===== config.mk =====
export PLATFORM = sky130hd
export DESIGN_NAME = daa_irq_watchdog_control
export DESIGN_NICKNAME = d
export VERILOG_FILES = /design/src/design/daa_ctrl_pkg.sv /design/src/design/daa_flag_bank.sv /design/src/design/daa_watchdog.sv /design/src/design/daa_irq_watchdog_control.sv
export SDC_FILE = /design/constraint.sdc
export NUM_CORES = 1
export LEC_CHECK = 0
export ABC_AREA = 1
export BUFFER_PORTS_ARGS = -buffer_cell sky130_fd_sc_hd__buf_2
export CAP_MARGIN = 20
export CORE_MARGIN = 3
export CORE_UTILIZATION = 54
export CTS_BUF_LIST = sky130_fd_sc_hd__clkbuf_2 sky130_fd_sc_hd__clkbuf_4 sky130_fd_sc_hd__clkbuf_8
export DETAILED_ROUTE_END_ITERATION = 16
export PLACE_DENSITY_LB_ADDON = 0.08
export SETUP_SLACK_MARGIN = 0.05
export SYNTH_ARGS = -nofsm -noshare
export SYNTH_HDL_FRONTEND = slang
export SYNTH_SLANG_ARGS = --single-unit

===== constraint.sdc =====
create_clock -name i_sys_clk -period 2.09 [get_ports i_sys_clk]
set_input_delay 0.418 -clock i_sys_clk [delete_from_list [all_inputs] [get_ports i_sys_clk]]
set_output_delay 0.418 -clock i_sys_clk [all_outputs]
set_load 0.005 [all_outputs]

===== src/design/daa_ctrl_pkg.sv =====
// constants shared by the control-two / interrupt-mask block
// assumes a 25 MHz system clock and 8-bit register data
package daa_ctrl_pkg;

  // ---------------------------------------------------------------
  // register offsets
  // ---------------------------------------------------------------
  localparam logic [7:0] ADDR_CONTROL_TWO  = 8'h02;  // pin mode, watchdog, paths
  localparam logic [7:0] ADDR_IRQ_MASK     = 8'h03;  // per-source mask
  localparam logic [7:0] ADDR_IRQ_SOURCE   = 8'h04;  // sticky source flags
  localparam logic [7:0] ADDR_LINE_CONTROL = 8'h05;  // holds offhook_ctrl

  // ---------------------------------------------------------------
  // control_two fields
  // ---------------------------------------------------------------
  localparam int BIT_IRQ_PIN_SELECT  = 7;
  localparam int BIT_IRQ_ACTIVE_HIGH = 6;
  localparam int BIT_WATCHDOG_ON     = 4;
  localparam int BIT_RING_IRQ_MODE   = 2;
  localparam int BIT_HYBRID_CONNECT  = 1;
  localparam int BIT_RECEIVE_PATH_ON = 0;
  localparam int BIT_OFFHOOK_CTRL    = 0;  // in line control register

  // ---------------------------------------------------------------
  // source flag / mask positions (same layout in both registers)
  // ---------------------------------------------------------------
  localparam int SRC_RING     = 7;
  localparam int SRC_OVERLOAD = 6;
  localparam int SRC_FRAME    = 5;
  localparam int SRC_BILLING  = 4;
  localparam int SRC_DROPOUT  = 3;
  localparam int SRC_LOOP_SAT = 2;
  localparam int SRC_TIP_GND  = 1;
  localparam int SRC_POLARITY = 0;
  localparam int NUM_SOURCES  = 8;

  // ---------------------------------------------------------------
  // reset values and timing
  // ---------------------------------------------------------------
  localparam logic [7:0] RST_CONTROL_TWO = 8'h00;
  localparam logic [7:0] RST_IRQ_MASK    = 8'h00;
  localparam logic [7:0] READ_ZERO       = 8'h00;
  localparam int         CLK_HZ          = 25_000_000;
  localparam int         WDOG_TIME_S     = 4;
  localparam int         WDOG_CYCLES     = WDOG_TIME_S * CLK_HZ;

endpackage


===== src/design/daa_flag_bank.sv =====
// sticky event flags: hardware sets, host clears by writing 0
// assumes set and clear vectors are single-cycle, same clock
`timescale 1ns/1ps
`default_nettype none

module daa_flag_bank #(
  parameter int WIDTH = 8
) (
  // clock and reset
  input  wire logic             i_sys_clk,
  input  wire logic             i_sys_rst,
  // event and clear strobes
  input  wire logic [WIDTH-1:0] i_set,
  input  wire logic [WIDTH-1:0] i_clr,
  // flag state
  output logic      [WIDTH-1:0] o_flags
);

  // ---------------------------------------------------------------
  // flag storage
  // ---------------------------------------------------------------
  logic [WIDTH-1:0] flags_reg;  // sticky bits
  logic [WIDTH-1:0] flags_next; // next value

  // set beats clear so an event in the clear cycle is kept
  always_comb begin
    flags_next = (flags_reg & ~i_clr) | i_set;
  end

  // flags drop only on reset or host clear
  always_ff @(posedge i_sys_clk) begin
    if (i_sys_rst) begin
      flags_reg <= '0;
    end else begin
      flags_reg <= flags_next;
    end
  end

  assign o_flags = flags_reg;

endmodule // daa_flag_bank

`default_nettype wire


===== src/design/daa_watchdog.sv =====
// register-access watchdog counter
// assumes kick is a one-cycle pulse per register access
`timescale 1ns/1ps
`default_nettype none

module daa_watchdog #(
  parameter int LIMIT = 100_000_000
) (
  // clock and reset
  input  wire logic i_sys_clk,
  input  wire logic i_sys_rst,
  // control
  input  wire logic i_enable,
  input  wire logic i_kick,
  // timeout event
  output logic      o_timeout
);

  // ---------------------------------------------------------------
  // counter
  // ---------------------------------------------------------------
  localparam int CW = $clog2(LIMIT + 1);
  localparam logic [CW-1:0] LAST = CW'(LIMIT - 1);

  logic [CW-1:0] count_reg;    // idle cycles seen
  logic          timeout_reg;  // one-cycle timeout pulse

  // any access restarts from zero; disabled holds at zero
  always_ff @(posedge i_sys_clk) begin
    if (i_sys_rst) begin
      count_reg   <= '0;
      timeout_reg <= 1'b0;
    end else if (!i_enable || i_kick) begin
      count_reg   <= '0;
      timeout_reg <= 1'b0;
    end else if (count_reg == LAST) begin
      // window expired, restart so it repeats every window
      count_reg   <= '0;
      timeout_reg <= 1'b1;
    end else begin
      count_reg   <= count_reg + CW'(1);
      timeout_reg <= 1'b0;
    end
  end

  assign o_timeout = timeout_reg;

endmodule // daa_watchdog

`default_nettype wire


===== src/design/daa_irq_watchdog_control.sv =====
// second control register, interrupt mask, source flags and watchdog
// assumes register strobes and event inputs come from same-clock logic
//
// Behaviour
// - bit 7 picks audio or interrupt pin
// - bit 6 sets interrupt pin polarity
// - watchdog enable sticks until hardware reset
// - four idle seconds clear off-hook
// - any register access restarts watchdog
// - host setting off-hook again resumes it
// - mode 0: one ring interrupt at start
// - mode 1: ring interrupt start and end
// - bit 1 connects hybrid to transmit
// - bit 0 enables receive path
// - mask bit 7 gates ring
// - mask bit 6 gates receive overload
// - mask bit 5 gates frame lock loss
// - mask bit 4 gates billing tone
// - mask bit 3 gates supply dropout
// - mask bit 2 gates loop current saturation
// - mask bit 1 gates tip ground
// - mask bit 0 gates polarity reversal
// - flags stick until host writes 0
`timescale 1ns/1ps
`default_nettype none

module daa_irq_watchdog_control #(
  parameter int WDOG_LIMIT = daa_ctrl_pkg::WDOG_CYCLES,
  parameter int LOOP_W     = 5
) (
  // clock and reset
  input  wire logic              i_sys_clk,
  input  wire logic              i_sys_rst,
  // register port
  input  wire logic              i_reg_wr,
  input  wire logic              i_reg_rd,
  input  wire logic [7:0]        i_reg_addr,
  input  wire logic [7:0]        i_reg_wdata,
  output logic      [7:0]        o_reg_rdata,
  // line event inputs
  input  wire logic              i_ring_active,
  input  wire logic              i_rx_overload,
  input  wire logic              i_frame_unlocked,
  input  wire logic              i_billing_tone,
  input  wire logic              i_supply_dropout,
  input  wire logic [LOOP_W-1:0] i_loop_current_field,
  input  wire logic              i_tip_ground_status,
  input  wire logic              i_line_voltage_msb,
  // shared pin and path controls
  output logic                   o_irq_pin_select,
  output logic                   o_shared_audio_irq_pin,
  output logic                   o_hybrid_connect,
  output logic                   o_receive_path_on,
  output logic                   o_offhook_ctrl,
  output logic                   o_watchdog_on
);

  // ---------------------------------------------------------------
  // local helpers
  // ---------------------------------------------------------------
  localparam logic [LOOP_W-1:0] LOOP_SAT = '1;  // all ones

  // address match for a register write
  function automatic logic wr_hit(input logic       wr,
                                  input logic [7:0] addr,
                                  input logic [7:0] reg_addr);
    wr_hit = wr && (addr == reg_addr);
  endfunction

  // ---------------------------------------------------------------
  // state
  // ---------------------------------------------------------------
  logic       irq_pin_select_reg;   // pin carries interrupt
  logic       irq_active_high_reg;  // interrupt polarity
  logic       watchdog_on_reg;      // sticky enable
  logic       ring_irq_mode_reg;    // two interrupts per burst
  logic       hybrid_connect_reg;   // hybrid in transmit path
  logic       receive_path_on_reg;  // receive path enable
  logic [7:0] irq_mask_reg;         // per-source mask
  logic       offhook_ctrl_reg;     // line interface off-hook
  logic [7:0] rdata_reg;            // read answer
  logic       pin_reg;              // shared pin level

  // previous values for edge detection
  logic ring_prev_reg;
  logic tip_prev_reg;
  logic pol_prev_reg;

  // decoded writes
  logic wr_ctrl2;
  logic wr_mask;
  logic wr_src;
  logic wr_line;

  // flag bank wiring
  logic [7:0] src_set;   // event strobes into flags
  logic [7:0] src_clr;   // host clear strobes
  logic [7:0] src_flags; // sticky flag state
  logic       pending;   // any flag passes its mask
  logic       wdog_to;   // watchdog timeout pulse
  logic       access;    // any register access

  assign wr_ctrl2 = wr_hit(i_reg_wr, i_reg_addr, daa_ctrl_pkg::ADDR_CONTROL_TWO);
  assign wr_mask  = wr_hit(i_reg_wr, i_reg_addr, daa_ctrl_pkg::ADDR_IRQ_MASK);
  assign wr_src   = wr_hit(i_reg_wr, i_reg_addr, daa_ctrl_pkg::ADDR_IRQ_SOURCE);
  assign wr_line  = wr_hit(i_reg_wr, i_reg_addr, daa_ctrl_pkg::ADDR_LINE_CONTROL);
  assign access   = i_reg_wr | i_reg_rd;

  // ---------------------------------------------------------------
  // control_two register
  // ---------------------------------------------------------------

  // plain read/write fields of control_two
  always_ff @(posedge i_sys_clk) begin
    if (i_sys_rst) begin
      irq_pin_select_reg  <= daa_ctrl_pkg::RST_CONTROL_TWO[daa_ctrl_pkg::BIT_IRQ_PIN_SELECT];
      irq_active_high_reg <= daa_ctrl_pkg::RST_CONTROL_TWO[daa_ctrl_pkg::BIT_IRQ_ACTIVE_HIGH];
      ring_irq_mode_reg   <= daa_ctrl_pkg::RST_CONTROL_TWO[daa_ctrl_pkg::BIT_RING_IRQ_MODE];
      hybrid_connect_reg  <= daa_ctrl_pkg::RST_CONTROL_TWO[daa_ctrl_pkg::BIT_HYBRID_CONNECT];
      receive_path_on_reg <= daa_ctrl_pkg::RST_CONTROL_TWO[daa_ctrl_pkg::BIT_RECEIVE_PATH_ON];
    end else if (wr_ctrl2) begin
      irq_pin_select_reg  <= i_reg_wdata[daa_ctrl_pkg::BIT_IRQ_PIN_SELECT];
      irq_active_high_reg <= i_reg_wdata[daa_ctrl_pkg::BIT_IRQ_ACTIVE_HIGH];
      ring_irq_mode_reg   <= i_reg_wdata[daa_ctrl_pkg::BIT_RING_IRQ_MODE];
      hybrid_connect_reg  <= i_reg_wdata[daa_ctrl_pkg::BIT_HYBRID_CONNECT];
      receive_path_on_reg <= i_reg_wdata[daa_ctrl_pkg::BIT_RECEIVE_PATH_ON];
    end
  end

  // watchdog enable: a write of 0 is ignored once set, so
  // runaway software cannot switch off its own safety net
  always_ff @(posedge i_sys_clk) begin
    if (i_sys_rst) begin
      watchdog_on_reg <= daa_ctrl_pkg::RST_CONTROL_TWO[daa_ctrl_pkg::BIT_WATCHDOG_ON];
    end else if (wr_ctrl2 && i_reg_wdata[daa_ctrl_pkg::BIT_WATCHDOG_ON]) begin
      watchdog_on_reg <= 1'b1;
    end
  end

  // ---------------------------------------------------------------
  // interrupt mask register
  // ---------------------------------------------------------------

  // each bit gates the flag at the same position
  always_ff @(posedge i_sys_clk) begin
    if (i_sys_rst) begin
      irq_mask_reg <= daa_ctrl_pkg::RST_IRQ_MASK;
    end else if (wr_mask) begin
      irq_mask_reg <= i_reg_wdata;
    end
  end

  // ---------------------------------------------------------------
  // off-hook control and watchdog
  // ---------------------------------------------------------------

  // host write sets or clears; timeout forces on-hook.
  // a line control write in the cycle of the timeout pulse wins over the timeout
  always_ff @(posedge i_sys_clk) begin
    if (i_sys_rst) begin
      offhook_ctrl_reg <= 1'b0;
    end else if (wr_line) begin
      offhook_ctrl_reg <= i_reg_wdata[daa_ctrl_pkg::BIT_OFFHOOK_CTRL];
    end else if (wdog_to) begin
      offhook_ctrl_reg <= 1'b0;
    end
  end

  // idle counter, restarted by every read or write
  daa_watchdog #(
    .LIMIT (WDOG_LIMIT)
  ) u_watchdog (
    .i_sys_clk (i_sys_clk),
    .i_sys_rst (i_sys_rst),
    .i_enable  (watchdog_on_reg),
    .i_kick    (access),
    .o_timeout (wdog_to)
  );

  // ---------------------------------------------------------------
  // event edge detection
  // ---------------------------------------------------------------

  // previous samples of level inputs
  always_ff @(posedge i_sys_clk) begin
    if (i_sys_rst) begin
      ring_prev_reg <= 1'b0;
      tip_prev_reg  <= 1'b0;
      pol_prev_reg  <= 1'b0;
    end else begin
      ring_prev_reg <= i_ring_active;
      tip_prev_reg  <= i_tip_ground_status;
      pol_prev_reg  <= i_line_voltage_msb;
    end
  end

  // event strobes into the flag bank
  always_comb begin
    src_set = '0;
    // burst start always flags; burst end only in two-interrupt mode.
    // if the host left the start flag set, the end adds nothing new
    src_set[daa_ctrl_pkg::SRC_RING] =
      (i_ring_active & ~ring_prev_reg) |
      (ring_irq_mode_reg & ~i_ring_active & ring_prev_reg);
    src_set[daa_ctrl_pkg::SRC_OVERLOAD] = i_rx_overload;
    // frame loss is a level: flag re-sets while lock is missing
    src_set[daa_ctrl_pkg::SRC_FRAME]    = i_frame_unlocked;
    src_set[daa_ctrl_pkg::SRC_BILLING]  = i_billing_tone;
    src_set[daa_ctrl_pkg::SRC_DROPOUT]  = i_supply_dropout;
    src_set[daa_ctrl_pkg::SRC_LOOP_SAT] = (i_loop_current_field == LOOP_SAT);
    src_set[daa_ctrl_pkg::SRC_TIP_GND]  = i_tip_ground_status & ~tip_prev_reg;
    // either direction of the top voltage bit is a reversal
    src_set[daa_ctrl_pkg::SRC_POLARITY] = i_line_voltage_msb ^ pol_prev_reg;
  end

  // writing 0 clears a flag, writing 1 leaves it
  always_comb begin
    src_clr = wr_src ? ~i_reg_wdata : '0;
  end

  // sticky storage
  daa_flag_bank #(
    .WIDTH (daa_ctrl_pkg::NUM_SOURCES)
  ) u_flags (
    .i_sys_clk (i_sys_clk),
    .i_sys_rst (i_sys_rst),
    .i_set     (src_set),
    .i_clr     (src_clr),
    .o_flags   (src_flags)
  );

  // ---------------------------------------------------------------
  // interrupt pin
  // ---------------------------------------------------------------

  // mask gates every source at its own bit position
  assign pending = |(src_flags & irq_mask_reg);

  // pin held low in audio mode; the audio path drives it then
  always_ff @(posedge i_sys_clk) begin
    if (i_sys_rst) begin
      pin_reg <= 1'b0;
    end else if (irq_pin_select_reg) begin
      pin_reg <= irq_active_high_reg ? pending : ~pending;
    end else begin
      pin_reg <= 1'b0;
    end
  end

  // ---------------------------------------------------------------
  // read path
  // ---------------------------------------------------------------

  // registered answer one cycle after the read strobe;
  // reserved bits and unmapped offsets read zero
  always_ff @(posedge i_sys_clk) begin
    if (i_sys_rst) begin
      rdata_reg <= daa_ctrl_pkg::READ_ZERO;
    end else if (i_reg_rd) begin
      rdata_reg <= daa_ctrl_pkg::READ_ZERO;
      unique case (i_reg_addr)
        daa_ctrl_pkg::ADDR_CONTROL_TWO: begin
          rdata_reg[daa_ctrl_pkg::BIT_IRQ_PIN_SELECT]  <= irq_pin_select_reg;
          rdata_reg[daa_ctrl_pkg::BIT_IRQ_ACTIVE_HIGH] <= irq_active_high_reg;
          rdata_reg[daa_ctrl_pkg::BIT_WATCHDOG_ON]     <= watchdog_on_reg;
          rdata_reg[daa_ctrl_pkg::BIT_RING_IRQ_MODE]   <= ring_irq_mode_reg;
          rdata_reg[daa_ctrl_pkg::BIT_HYBRID_CONNECT]  <= hybrid_connect_reg;
          rdata_reg[daa_ctrl_pkg::BIT_RECEIVE_PATH_ON] <= receive_path_on_reg;
        end
        daa_ctrl_pkg::ADDR_IRQ_MASK: begin
          rdata_reg <= irq_mask_reg;
        end
        daa_ctrl_pkg::ADDR_IRQ_SOURCE: begin
          rdata_reg <= src_flags;
        end
        daa_ctrl_pkg::ADDR_LINE_CONTROL: begin
          rdata_reg[daa_ctrl_pkg::BIT_OFFHOOK_CTRL] <= offhook_ctrl_reg;
        end
        default: begin
          rdata_reg <= daa_ctrl_pkg::READ_ZERO;
        end
      endcase
    end
  end

  // ---------------------------------------------------------------
  // outputs
  // ---------------------------------------------------------------
  assign o_reg_rdata            = rdata_reg;
  assign o_irq_pin_select       = irq_pin_select_reg;
  assign o_shared_audio_irq_pin = pin_reg;
  assign o_hybrid_connect       = hybrid_connect_reg;
  assign o_receive_path_on      = receive_path_on_reg;
  assign o_offhook_ctrl         = offhook_ctrl_reg;
  assign o_watchdog_on          = watchdog_on_reg;

endmodule // daa_irq_watchdog_control

`default_nettype wire


======== Yosys cells after proc, flatten, opt, wreduce, memory -nomap -nowiden ========
Index checks and enable logic that the tools add are counted.
word-level totals
  bits in registers ....................... 63
  input bits .............................. 32
  output and inout port bits .............. 14
  logic and storage cells ................. 63
cells by class
  $add $sub $neg .......................... 1
  equality and inequality tests ........... 6
  muxes and demuxes ....................... 11
  bitwise operators ....................... 17
  reductions and logical operators ........ 12
operators by type and width
  operator               count
  $add 27x1->27 const B  1
  $eq 27x27->1 const B   1
  $and 8x8->8            2
  $eq 8x2->1 const B     2
  $eq 8x3->1 const B     2
  $not 8->8              2
  $pmux 2 s3             2
  $mux 8                 1
  $or 8x8->8             1
  $reduce_or 8->1        1
  $eq 5x5->1 const B     1
  $logic_and 1x1->1      5
  $not 1->1              5
  $and 1x1->1            4
  $mux 1                 4
  $pmux 1 s2             2
  $pmux 1 s4             1
  $reduce_or 2->1        2
  $pmux 1 s3             1
  $reduce_or 3->1        1
  $or 1x1->1             2
  $reduce_bool 2->1      1
  $logic_not 1->1        1
  $logic_or 1x1->1       1
  $xor 1x1->1            1

======== Logic depth before layout (Yosys ltp) ========
Gate-level depths: netlist (run 1).
  word-level depth ........................ 6
  mapped depth ............................ 9
  depth with buffers taken out ............ 9

======== Hierarchy ========
From an unflattened synthesis (run 1), not the netlist that was laid out.
unflattened totals
  cell total of the unflattened synthesis .. 466
  area, all modules ....................... 3,251.9 sq um
by module, submodules not included
  module                    instances  cells an instance  area an instance (sq um)  seq. area each (sq um)
  daa_watchdog              1          229                1,491.4                   560.5
  daa_irq_watchdog_control  1          196                1,428.9                   540.5
  daa_flag_bank             1          41                 331.6                     160.2

======== Least setup slack after synthesis (run 1) ========
No wires, ideal clock.
  path type ............................... in2reg
  start point ............................. in i_reg_addr[4]
  end point ............................... reg irq_mask_reg[1]
  setup time .............................. 0.120 ns
  data arrival time ....................... 1.277 ns
  data required time ...................... 1.970 ns
  slack ................................... 0.694 ns
  cell stages on the path ................. 9
  buffers on the path ..................... 1
  cell sequence ........................... inv_1 > nand2_1 > nor2_4 > nand2_2 > nor2_4 > inv_2 > buf_2 > o21ai_1 > a21oi_1
on the way
  cells in the longest elaborated chain, start to end .. 2
RTL lines
  item                  line                             text
  from (decl)           daa_irq_watchdog_control.sv:37   input wire logic [7:0] i_reg_addr,
  $eq 8x2->1            daa_irq_watchdog_control.sv:67   wr_hit = wr && (addr == reg_addr);
  $logic_and 1x1->1     daa_irq_watchdog_control.sv:67
  to (signal assigned)  daa_irq_watchdog_control.sv:147  irq_mask_reg <= daa_ctrl_pkg::RST_IRQ_MASK;
  to (signal assigned)  daa_irq_watchdog_control.sv:149  irq_mask_reg <= i_reg_wdata;
  to (decl)             daa_irq_watchdog_control.sv:79   logic [7:0] irq_mask_reg;
Every way passes these cells.
A chain may end at the register's enable or synchronous reset.

======== Final worst setup path (run 1) ========
  start point ............................. reg u_watchdog.count_reg[21]
  end point ............................... reg u_watchdog.count_reg[20]
on the way
  cells in the longest elaborated chain, start to end .. 2
RTL lines
  item                              line                text
  from (decl)                       daa_watchdog.sv:25  logic [CW-1:0] count_reg;
  from (signal assigned)            daa_watchdog.sv:41  count_reg <= count_reg + CW'(1);
  $eq 27x27->1                      daa_watchdog.sv:36  end else if (count_reg == LAST) begin
  $reduce_or 3->1 (no source line)  --
Every way passes these cells.

==> metrics.md, run 1 <==
| Metric | Value |
|---|---|
| Power share of the sequential group | `47.6%` |
| Asr flop ratio synth | `0%` |
| WL met3 | `570 µm` |
| Worst slack, placed | `0.385 ns` |
| CTS clock-pin slew for the worst setup and hold paths | `0.07 ns` |
| Initial antenna violation count | `0` |
| Dpl hpwl | `5540 µm` |
| Crit share post-route | `79.5%` |
| First-pass GRT wire length | `11800 µm` |
| Skew-Pair Late Insertion Delay | `0.33 ns` |
| Status | `completed` |
| CTS sink cnt | `63` |
| GP Congestion | `0.950` |
| Floorplan row count | `27` |
| Setup repair bufs after CTS | `0` |
| PwrDens | `711 mW/mm²` |
| Hold_buf cts | `0` |
| Max cap viols | `0` |
| Clock power share | `48.3%` |
| Aggregate negative setup slack | `0 ns` |
| Startpoint types | `register` |
| Met2 wire len | `3010 µm` |
| Main synth FF type | `dfxtp_1` |
| Setup violations, final | `0` |
| Cts repair resizes | `0` |
| Synth warn | `0` |
| Ports | `46` |
| Max FFs per register | `27` |
| Syn avg cell area | `6.90 µm²` |
| Period minus WS final | `1.66 ns` |
| Total grt overflow | `0` |
| Register area | `0.00126 mm²` |
| Post-synthesis sequential area ratio | `40.5%` |
| Cell Area, Synth | `0.00311 mm²` |
| Starting density of the core | `56.2%` |
| CTS Root Cell | `clkbuf_8` |
| Max VDD drop | `0.528 mV` |
| Post-route setup slack | `0.429 ns` |
| Layout area overhead | `16.8%` |
| DR WL/cell | `12.8 µm` |
| Final ANT Viol Nets | `0` |
| Core Region | `0.00554 mm²` |
| Mapped Nets | `484` |
| Largest net degree at the start of global routing | `28` |
| Met1 Wirelength | `3660 µm` |
| Post-synth EDFFs | `0` |
| CTS Buf Count | `9` |
| Final wirelength | `7370 µm` |
| DR iter-0 viols | `186` |
| Slew Viols, Final | `0` |
| RSZ-0062 raised after global routing | `false` |
| Worst setup path class | `reg2reg` |
| Max Root-Sink Buffers | `2` |
| Number of diodes | `0` |
| Router iterations before antenna repair | `7` |
| Chip height | `81.9 µm` |
| CP Data Arrival Time | `1.86 ns` |
| Tightest Hold Check Type | `in2reg` |
| Critical path endpoint category | `register` |
| Max Clk Rate | `602 MHz` |
| Cells after Synth | `451` |
| CTS tree | `built` |
| Synth cell types | `30` |
| Switch share | `21.4%` |
| PortBufs | `45` |
| Setup Skew | `0.00932 ns` |
| Total number of H-tree levels | `3` |
| Top Layer Used | `met4` |
| Residual DRC count | `0` |
| Worst path required time | `2.29 ns` |
| Vias | `3004` |
| Final hold violations | `0` |
| Multi-input logic area | `0.00157 mm²` |
| Combinational power share | `4.1%` |
| Die X | `81.9 µm` |
| Crit Path Max Fanout | `27` |
| Max_slew headroom | `74.1%` |
| Die area | `0.00671 mm²` |
| Sw Pwr | `0.553 mW` |
| Pint | `2.03 mW` |
| Drt via density | `5.20` |
| Lkg Pwr | `1.40 nW` |
| Filler instances | `523` |
| Least-Margin Pin Slew | `0.388 ns` |
| GRT Overall Usage | `23.2%` |
| Post-layout net count | `534` |
| Share of cells above drive strength 1 | `18.6%` |
| Number of global-route vias before repair | `2588` |
| #FFs+latches synth | `63` |
kinds of logic (layout without fill, tap and decap cells):
logic type / after synthesis / count (layout) / synth area share [%]
xor+xnor: 11 / 11 / 3.10
buf+inv: 69 / 124 / 8.92
simple gates: 237 / 237 / 35.6
fa+ha+maj: 1 / 1 / 0.402
flops: 63 / 63 / 40.5
compound gates: 70 / 70 / 11.5
through the flow:
step	hold slack [ns]	area [µm²]	power [mW]	utilization [%]	cells
after global placement	0.413	3390	1.36	61.3	562
after floorplan	0.408	3110	1.31	-	451
final	0.301	3640	2.58	65.6	578
after detailed placement	0.426	3390	1.36	61.3	562
after CTS	0.289	3640	2.61	65.6	578
after global routing	0.298	3640	2.67	65.6	578
final cells by class:
type / count / area share [%]
multi-input combinational: 319 / 43.3
inverter: 61 / 6.30
timing repair buffer: 47 / 6.61
sequential: 63 / 34.7
clock buffer: 12 / 4.54
clock inverter: 4 / 2.10
tap: 72 / 2.48
power by group through the flow:
stage	logic [mW]	registers, mW	clock network, mW
after detailed placement	0.104	1.26	0
after floorplan	0.0541	1.25	0
final	0.105	1.23	1.25
after global placement	0.102	1.26	0
after global routing	0.119	1.23	1.32
after CTS	0.105	1.23	1.27
critical path, stage by stage (launching register included):
cell and delay (ns):
dfxtp_1 0.46, nand2_1 0.14, nor2_2 0.13, nand2_1 0.06
nor3_1 0.22, nand3_2 0.14, nand2_4 0.27, a21oi_1 0.09
synth_stat cells, types with 2 or more instances:
cell type | count | area [µm²]
nand2_1 | 92 | 345
nor2_1 | 72 | 270
dfxtp_1 | 63 | 1260
inv_1 | 56 | 210
a21oi_1 | 34 | 170
o21ai_0 | 30 | 150
nand3_1 | 29 | 145
xor2_1 | 8 | 70.1
nand4_1 | 7 | 43.8
nor3_2 | 7 | 70.1
nand2_2 | 6 | 37.5
nor2_2 | 6 | 37.5
nand3b_1 | 5 | 37.5
inv_2 | 4 | 15.0
nor2_4 | 4 | 45.0
buf_2 | 3 | 15.0
clkbuf_1 | 3 | 11.3
nor3_1 | 3 | 15.0
o22ai_1 | 3 | 18.8
xnor2_1 | 3 | 26.3
buf_6 | 2 | 22.5
o21ai_1 | 2 | 10.0
or2_0 | 2 | 12.5
cells in the final DEF (no fill, tap or decap), types with 7 or more instances in the layout:
master	synthesis	layout
nand3_1	29	29
xor2_1	8	8
nor2_1	72	72
nand4_1	7	7
nand2_1	92	92
buf_2	3	45
dfxtp_1	63	63
a21oi_1	34	34
nor3_2	7	7
o21ai_0	30	30
inv_1	56	56
clkbuf_8	0	12
worst paths after layout:
path | cells past startpoint | slack [ns] | from | end
hold / removal | 3 | 0.30 | i_tip_ground_status | tip_prev_reg
hold reg to reg | 1 | 0.44 | tip_prev_reg | u_flags.o_flags[1]
setup reg to reg | 7 | 0.43 | u_watchdog.count_reg[21] | u_watchdog.count_reg[20]
setup / recovery | 7 | 0.43 | u_watchdog.count_reg[21] | u_watchdog.count_reg[20]
metal layers:
metal	up-vias	global-route usage, %
met3	13	4.93
met4	0	11.1
met2	115	31.4
met5	-	0
met1	1338	34.4
li1	1538	-
Note: power is estimated with default switching activity, not from simulation.
==> run 2, diff against run 1 <==
--- a/config.mk
+++ b/config.mk
@@ -5,11 +5,11 @@
 export SDC_FILE = /design/constraint.sdc
 export NUM_CORES = 1
 export LEC_CHECK = 0
-export ABC_AREA = 1
+export ABC_AREA = 0
 export BUFFER_PORTS_ARGS = -buffer_cell sky130_fd_sc_hd__buf_2
 export CAP_MARGIN = 20
 export CORE_MARGIN = 3
-export CORE_UTILIZATION = 54
+export CORE_UTILIZATION = 52
 export CTS_BUF_LIST = sky130_fd_sc_hd__clkbuf_2 sky130_fd_sc_hd__clkbuf_4 sky130_fd_sc_hd__clkbuf_8
 export DETAILED_ROUTE_END_ITERATION = 16
 export PLACE_DENSITY_LB_ADDON = 0.08
==> constraint.sdc (replaced) <==
create_clock -name i_sys_clk -period 1.4 [get_ports i_sys_clk]
set_input_delay 0.28 -clock i_sys_clk [delete_from_list [all_inputs] [get_ports i_sys_clk]]
set_output_delay 0.28 -clock i_sys_clk [all_outputs]
set_load 0.005 [all_outputs]
==> metrics.md, run 2 <==
| Metric | Value |
|---|---|
| Status | `finished, violations left` |
| Failing checks | `negative setup slack` |
| Max cap viols | `0 (unchanged)` |
| Multi-input logic area | `0.00172 mm² (+9.5%)` |
| CTS Buf Count | `9 (unchanged)` |
| CTS tree | `built` |
| CTS sink cnt | `63 (unchanged)` |
| Dpl hpwl | `5360 µm (-3.2%)` |
| Worst hold slack | `0.150 ns (-0.152 ns)` |
| Cells after Synth | `317 (-30%)` |
| CTS Root Cell | `clkbuf_8` |
| Max VDD drop | `0.838 mV (+59%)` |
| Main synth FF type | `dfxtp_1` |
| Layout area overhead | `52.4%` |
| Max_slew headroom | `57.5% (-17 points)` |
| Synth warn | `0 (unchanged)` |
| Worst Setup SP | `u_watchdog.count_reg[8]` |
| GP Congestion | `0.878 (-7.5%)` |
| Initial antenna violation count | `0 (unchanged)` |
| Hold Path Sink | `tip_prev_reg` |
| Crit share post-route | `130% (+50 points)` |
| Post-synth EDFFs | `0 (unchanged)` |
| Commonest cells post-synth | `dfxtp_1 (63), nor2_1 (29), o21ai_0 (23)` |
| R2R Setup Slk | `-0.42 ns (-0.85 ns)` |
| PwrDens | `851 mW/mm² (+20%)` |
| DR WL/cell | `17.9 µm (+41%)` |
| Post-synthesis sequential area ratio | `44.8% (+4.3 points)` |
| Least-Margin Pin Slew | `0.636 ns (+0.248 ns)` |
| Slew Viols, Final | `0 (unchanged)` |
| Number of diodes | `0 (unchanged)` |
| R2r endpoint | `u_watchdog.count_reg[25]` |
| Crit Path Max Fanout | `7 (-74%)` |
| First-pass GRT wire length | `12400 µm (+4.3%)` |
| Most frequent cells in the layout | `buf_4 (66), dfxtp_1 (48), buf_2 (45), nor2_1 (29), o21ai_0 (19)` |
| Chip height | `79.5 µm (-2.9%)` |
| Top-count cell post-synth | `dfxtp_1` |
| CTS clock-pin slew for the worst setup and hold paths | `0.08 ns (about the same)` |
| Syn avg cell area | `8.87 µm² (+29%)` |
| Setup violations, final | `27 (+27)` |
| Asr flop ratio synth | `0% (unchanged)` |
| PortBufs | `45 (unchanged)` |
| Die X | `79.5 µm (-2.9%)` |
| RSZ-0062 raised after global routing | `true` |
| Lkg Pwr | `1.77 nW (+26%)` |
| Vias | `3125 (+4.0%)` |
| Worst slack, placed | `-0.321 ns (-0.706 ns)` |
| Worst setup path class | `reg2reg` |
| Core Region | `0.00517 mm² (-6.6%)` |
| Startpoint types | `register` |
| Share of cells above drive strength 1 | `44.9% (+26 points)` |
| Synth top area cells | `dfxtp_1 (45%), mux2i_1 (4.6%), o21ai_0 (4.1%), nor2_1 (3.9%), a21oi_1 (3.7%)` |
| Commonest non-fill, non-tap cell in the layout | `buf_4` |
| Final wirelength | `9290 µm (+26%)` |
| Max Root-Sink Buffers | `2 (unchanged)` |
| Final ANT Viol Nets | `0 (unchanged)` |
| Aggregate negative setup slack | `-8.59 ns (-8.59 ns)` |
| Die area | `0.00633 mm² (-5.7%)` |
| Floorplan row count | `26 (-3.7%)` |
| Tightest Hold Check Type | `in2reg` |
| Setup Skew | `0.00638 ns (-0.00293 ns)` |
| Final Util | `82.9% (+17 points)` |
| Number of global-route vias before repair | `2670 (+3.2%)` |
| GRT Overall Usage | `25.5% (+2.3 points)` |
| Post-route setup slack | `-0.418 ns (-0.847 ns)` |
| Synth cell types | `48 (+60%)` |
| DR iter-0 viols | `379 (+100%)` |
| Finished Cell Area | `0.00429 mm² (+18%)` |
| Total number of H-tree levels | `3 (unchanged)` |
| Fin cells | `518 (-10%)` |
| Starting density of the core | `54.4% (-1.8 points)` |
| Residual DRC count | `0 (unchanged)` |
| DP Area | `0.00365 mm² (+7.4%)` |
| Worst hold path cell count | `3 (unchanged)` |
| Final hold violations | `0 (unchanged)` |
| Period minus WS final | `1.82 ns (+0.157 ns)` |
| Critical path endpoint category | `register` |
| Skew-Pair Late Insertion Delay | `0.35 ns (+0.02 ns)` |
| Max FFs per register | `27 (unchanged)` |
| Cell Area, Synth | `0.00281 mm² (-9.6%)` |
| Router iterations before antenna repair | `5 (-2)` |
| Worst path required time | `1.68 ns (-0.61 ns)` |
| Register area | `0.00129 mm² (+2.1%)` |
| Total grt overflow | `0 (unchanged)` |
| Post-layout net count | `476 (-11%)` |
| Worst r2r src | `u_watchdog.count_reg[8]` |
| CP Data Arrival Time | `2.09 ns (+0.23 ns)` |
| Mapped Nets | `350 (-28%)` |
| Filler instances | `289 (-45%)` |
| Yosys top cell by area | `dfxtp_1` |
| Drt via density | `6.03 (+16%)` |
| Pwr Total | `3.65 mW (+41%)` |
| #FFs+latches synth | `63 (unchanged)` |
| Min-delay src | `i_tip_ground_status` |
| Ports | `46 (unchanged)` |
| Reg2Reg Depth | `4 (-3)` |
| Yosys top cell area share | `44.8% (+4.3 points)` |
| Cells after DPL | `478 (-15%)` |
| Max Clk Rate | `550 MHz (-8.7%)` |
| Largest net degree at the start of global routing | `30 (+7.1%)` |
[run 2: changes by cell type after synthesis, moves of 9 or more]
cell	before	now
nor2_1	72	29
inv_1	56	9
a21oi_1	34	21
mux2i_1	0	13
nand3_1	29	15
a22oi_1	0	10
nand2_1	92	17
or3_1	0	9
[run 2: layer usage]
metal  global-route usage, %  share of wire, %  vias up
met5                       0                 0        -
met4                    10.5               3.4        0
met3                    7.79               8.7       33
met2                    40.4                47      207
met1                    32.0                40     1455
li1                        -                 -     1430
[run 2: timing repair]
action | CTS | global route
hold buffers | 0 | 0
setup buffers | 20 | 5
setup endpoints to repair | 27 | 30
resized for setup | 18 | 34
cloned | 0 | 3
pin swaps | 17 | 13
[run 2: how the worst max path moves through the flow]
stage,to,slack [ns]
6_report,u_watchdog.count_reg[25],-0.42
5_1_grt,u_watchdog.count_reg[25],-0.48
4_1_cts,u_watchdog.count_reg[25],-0.32
3_5_place_dp,u_watchdog.count_reg[25],-0.32
3_3_place_gp,u_watchdog.count_reg[23],-0.27
2_1_floorplan,u_watchdog.count_reg[21],-0.27
[run 2: cell families after synthesis]
family | Yosys count | share of synthesized area, %
and+or+nand+nor | 126 | 25.0
AOI/OAI and AO/OA | 81 | 18.4
DFF | 63 | 44.8
buffers and inverters | 22 | 3.29
muxes | 13 | 4.63
xor gates and xnor gates | 11 | 3.43
adders and majority gates | 1 | 0.445
[run 2: power by group]
group          leakage [nW]  internal [mW]  switching, mW
logic                  1.15         0.0870         0.0992
registers             0.519           1.81         0.0175
clock network        0.0990          0.876          0.757
total                  1.77           2.77          0.874
[run 2: area by class of cell]
| cell class | instances | area share (%) |
|---|---|---|
| multi-input combinational | 232 | 40.2 |
| sequential | 63 | 30.0 |
| timing repair buffer | 128 | 22.1 |
| clock buffer | 10 | 3.21 |
| tap | 70 | 2.04 |
| clock inverter | 6 | 1.61 |
| inverter | 9 | 0.788 |
[run 2: worst max-delay path: stages (launching register included)]
cell	delay, ns
dfxtp_4	0.38
nand4_4	0.09
or4_4	0.59
or4_1	0.51
a21oi_1	0.18
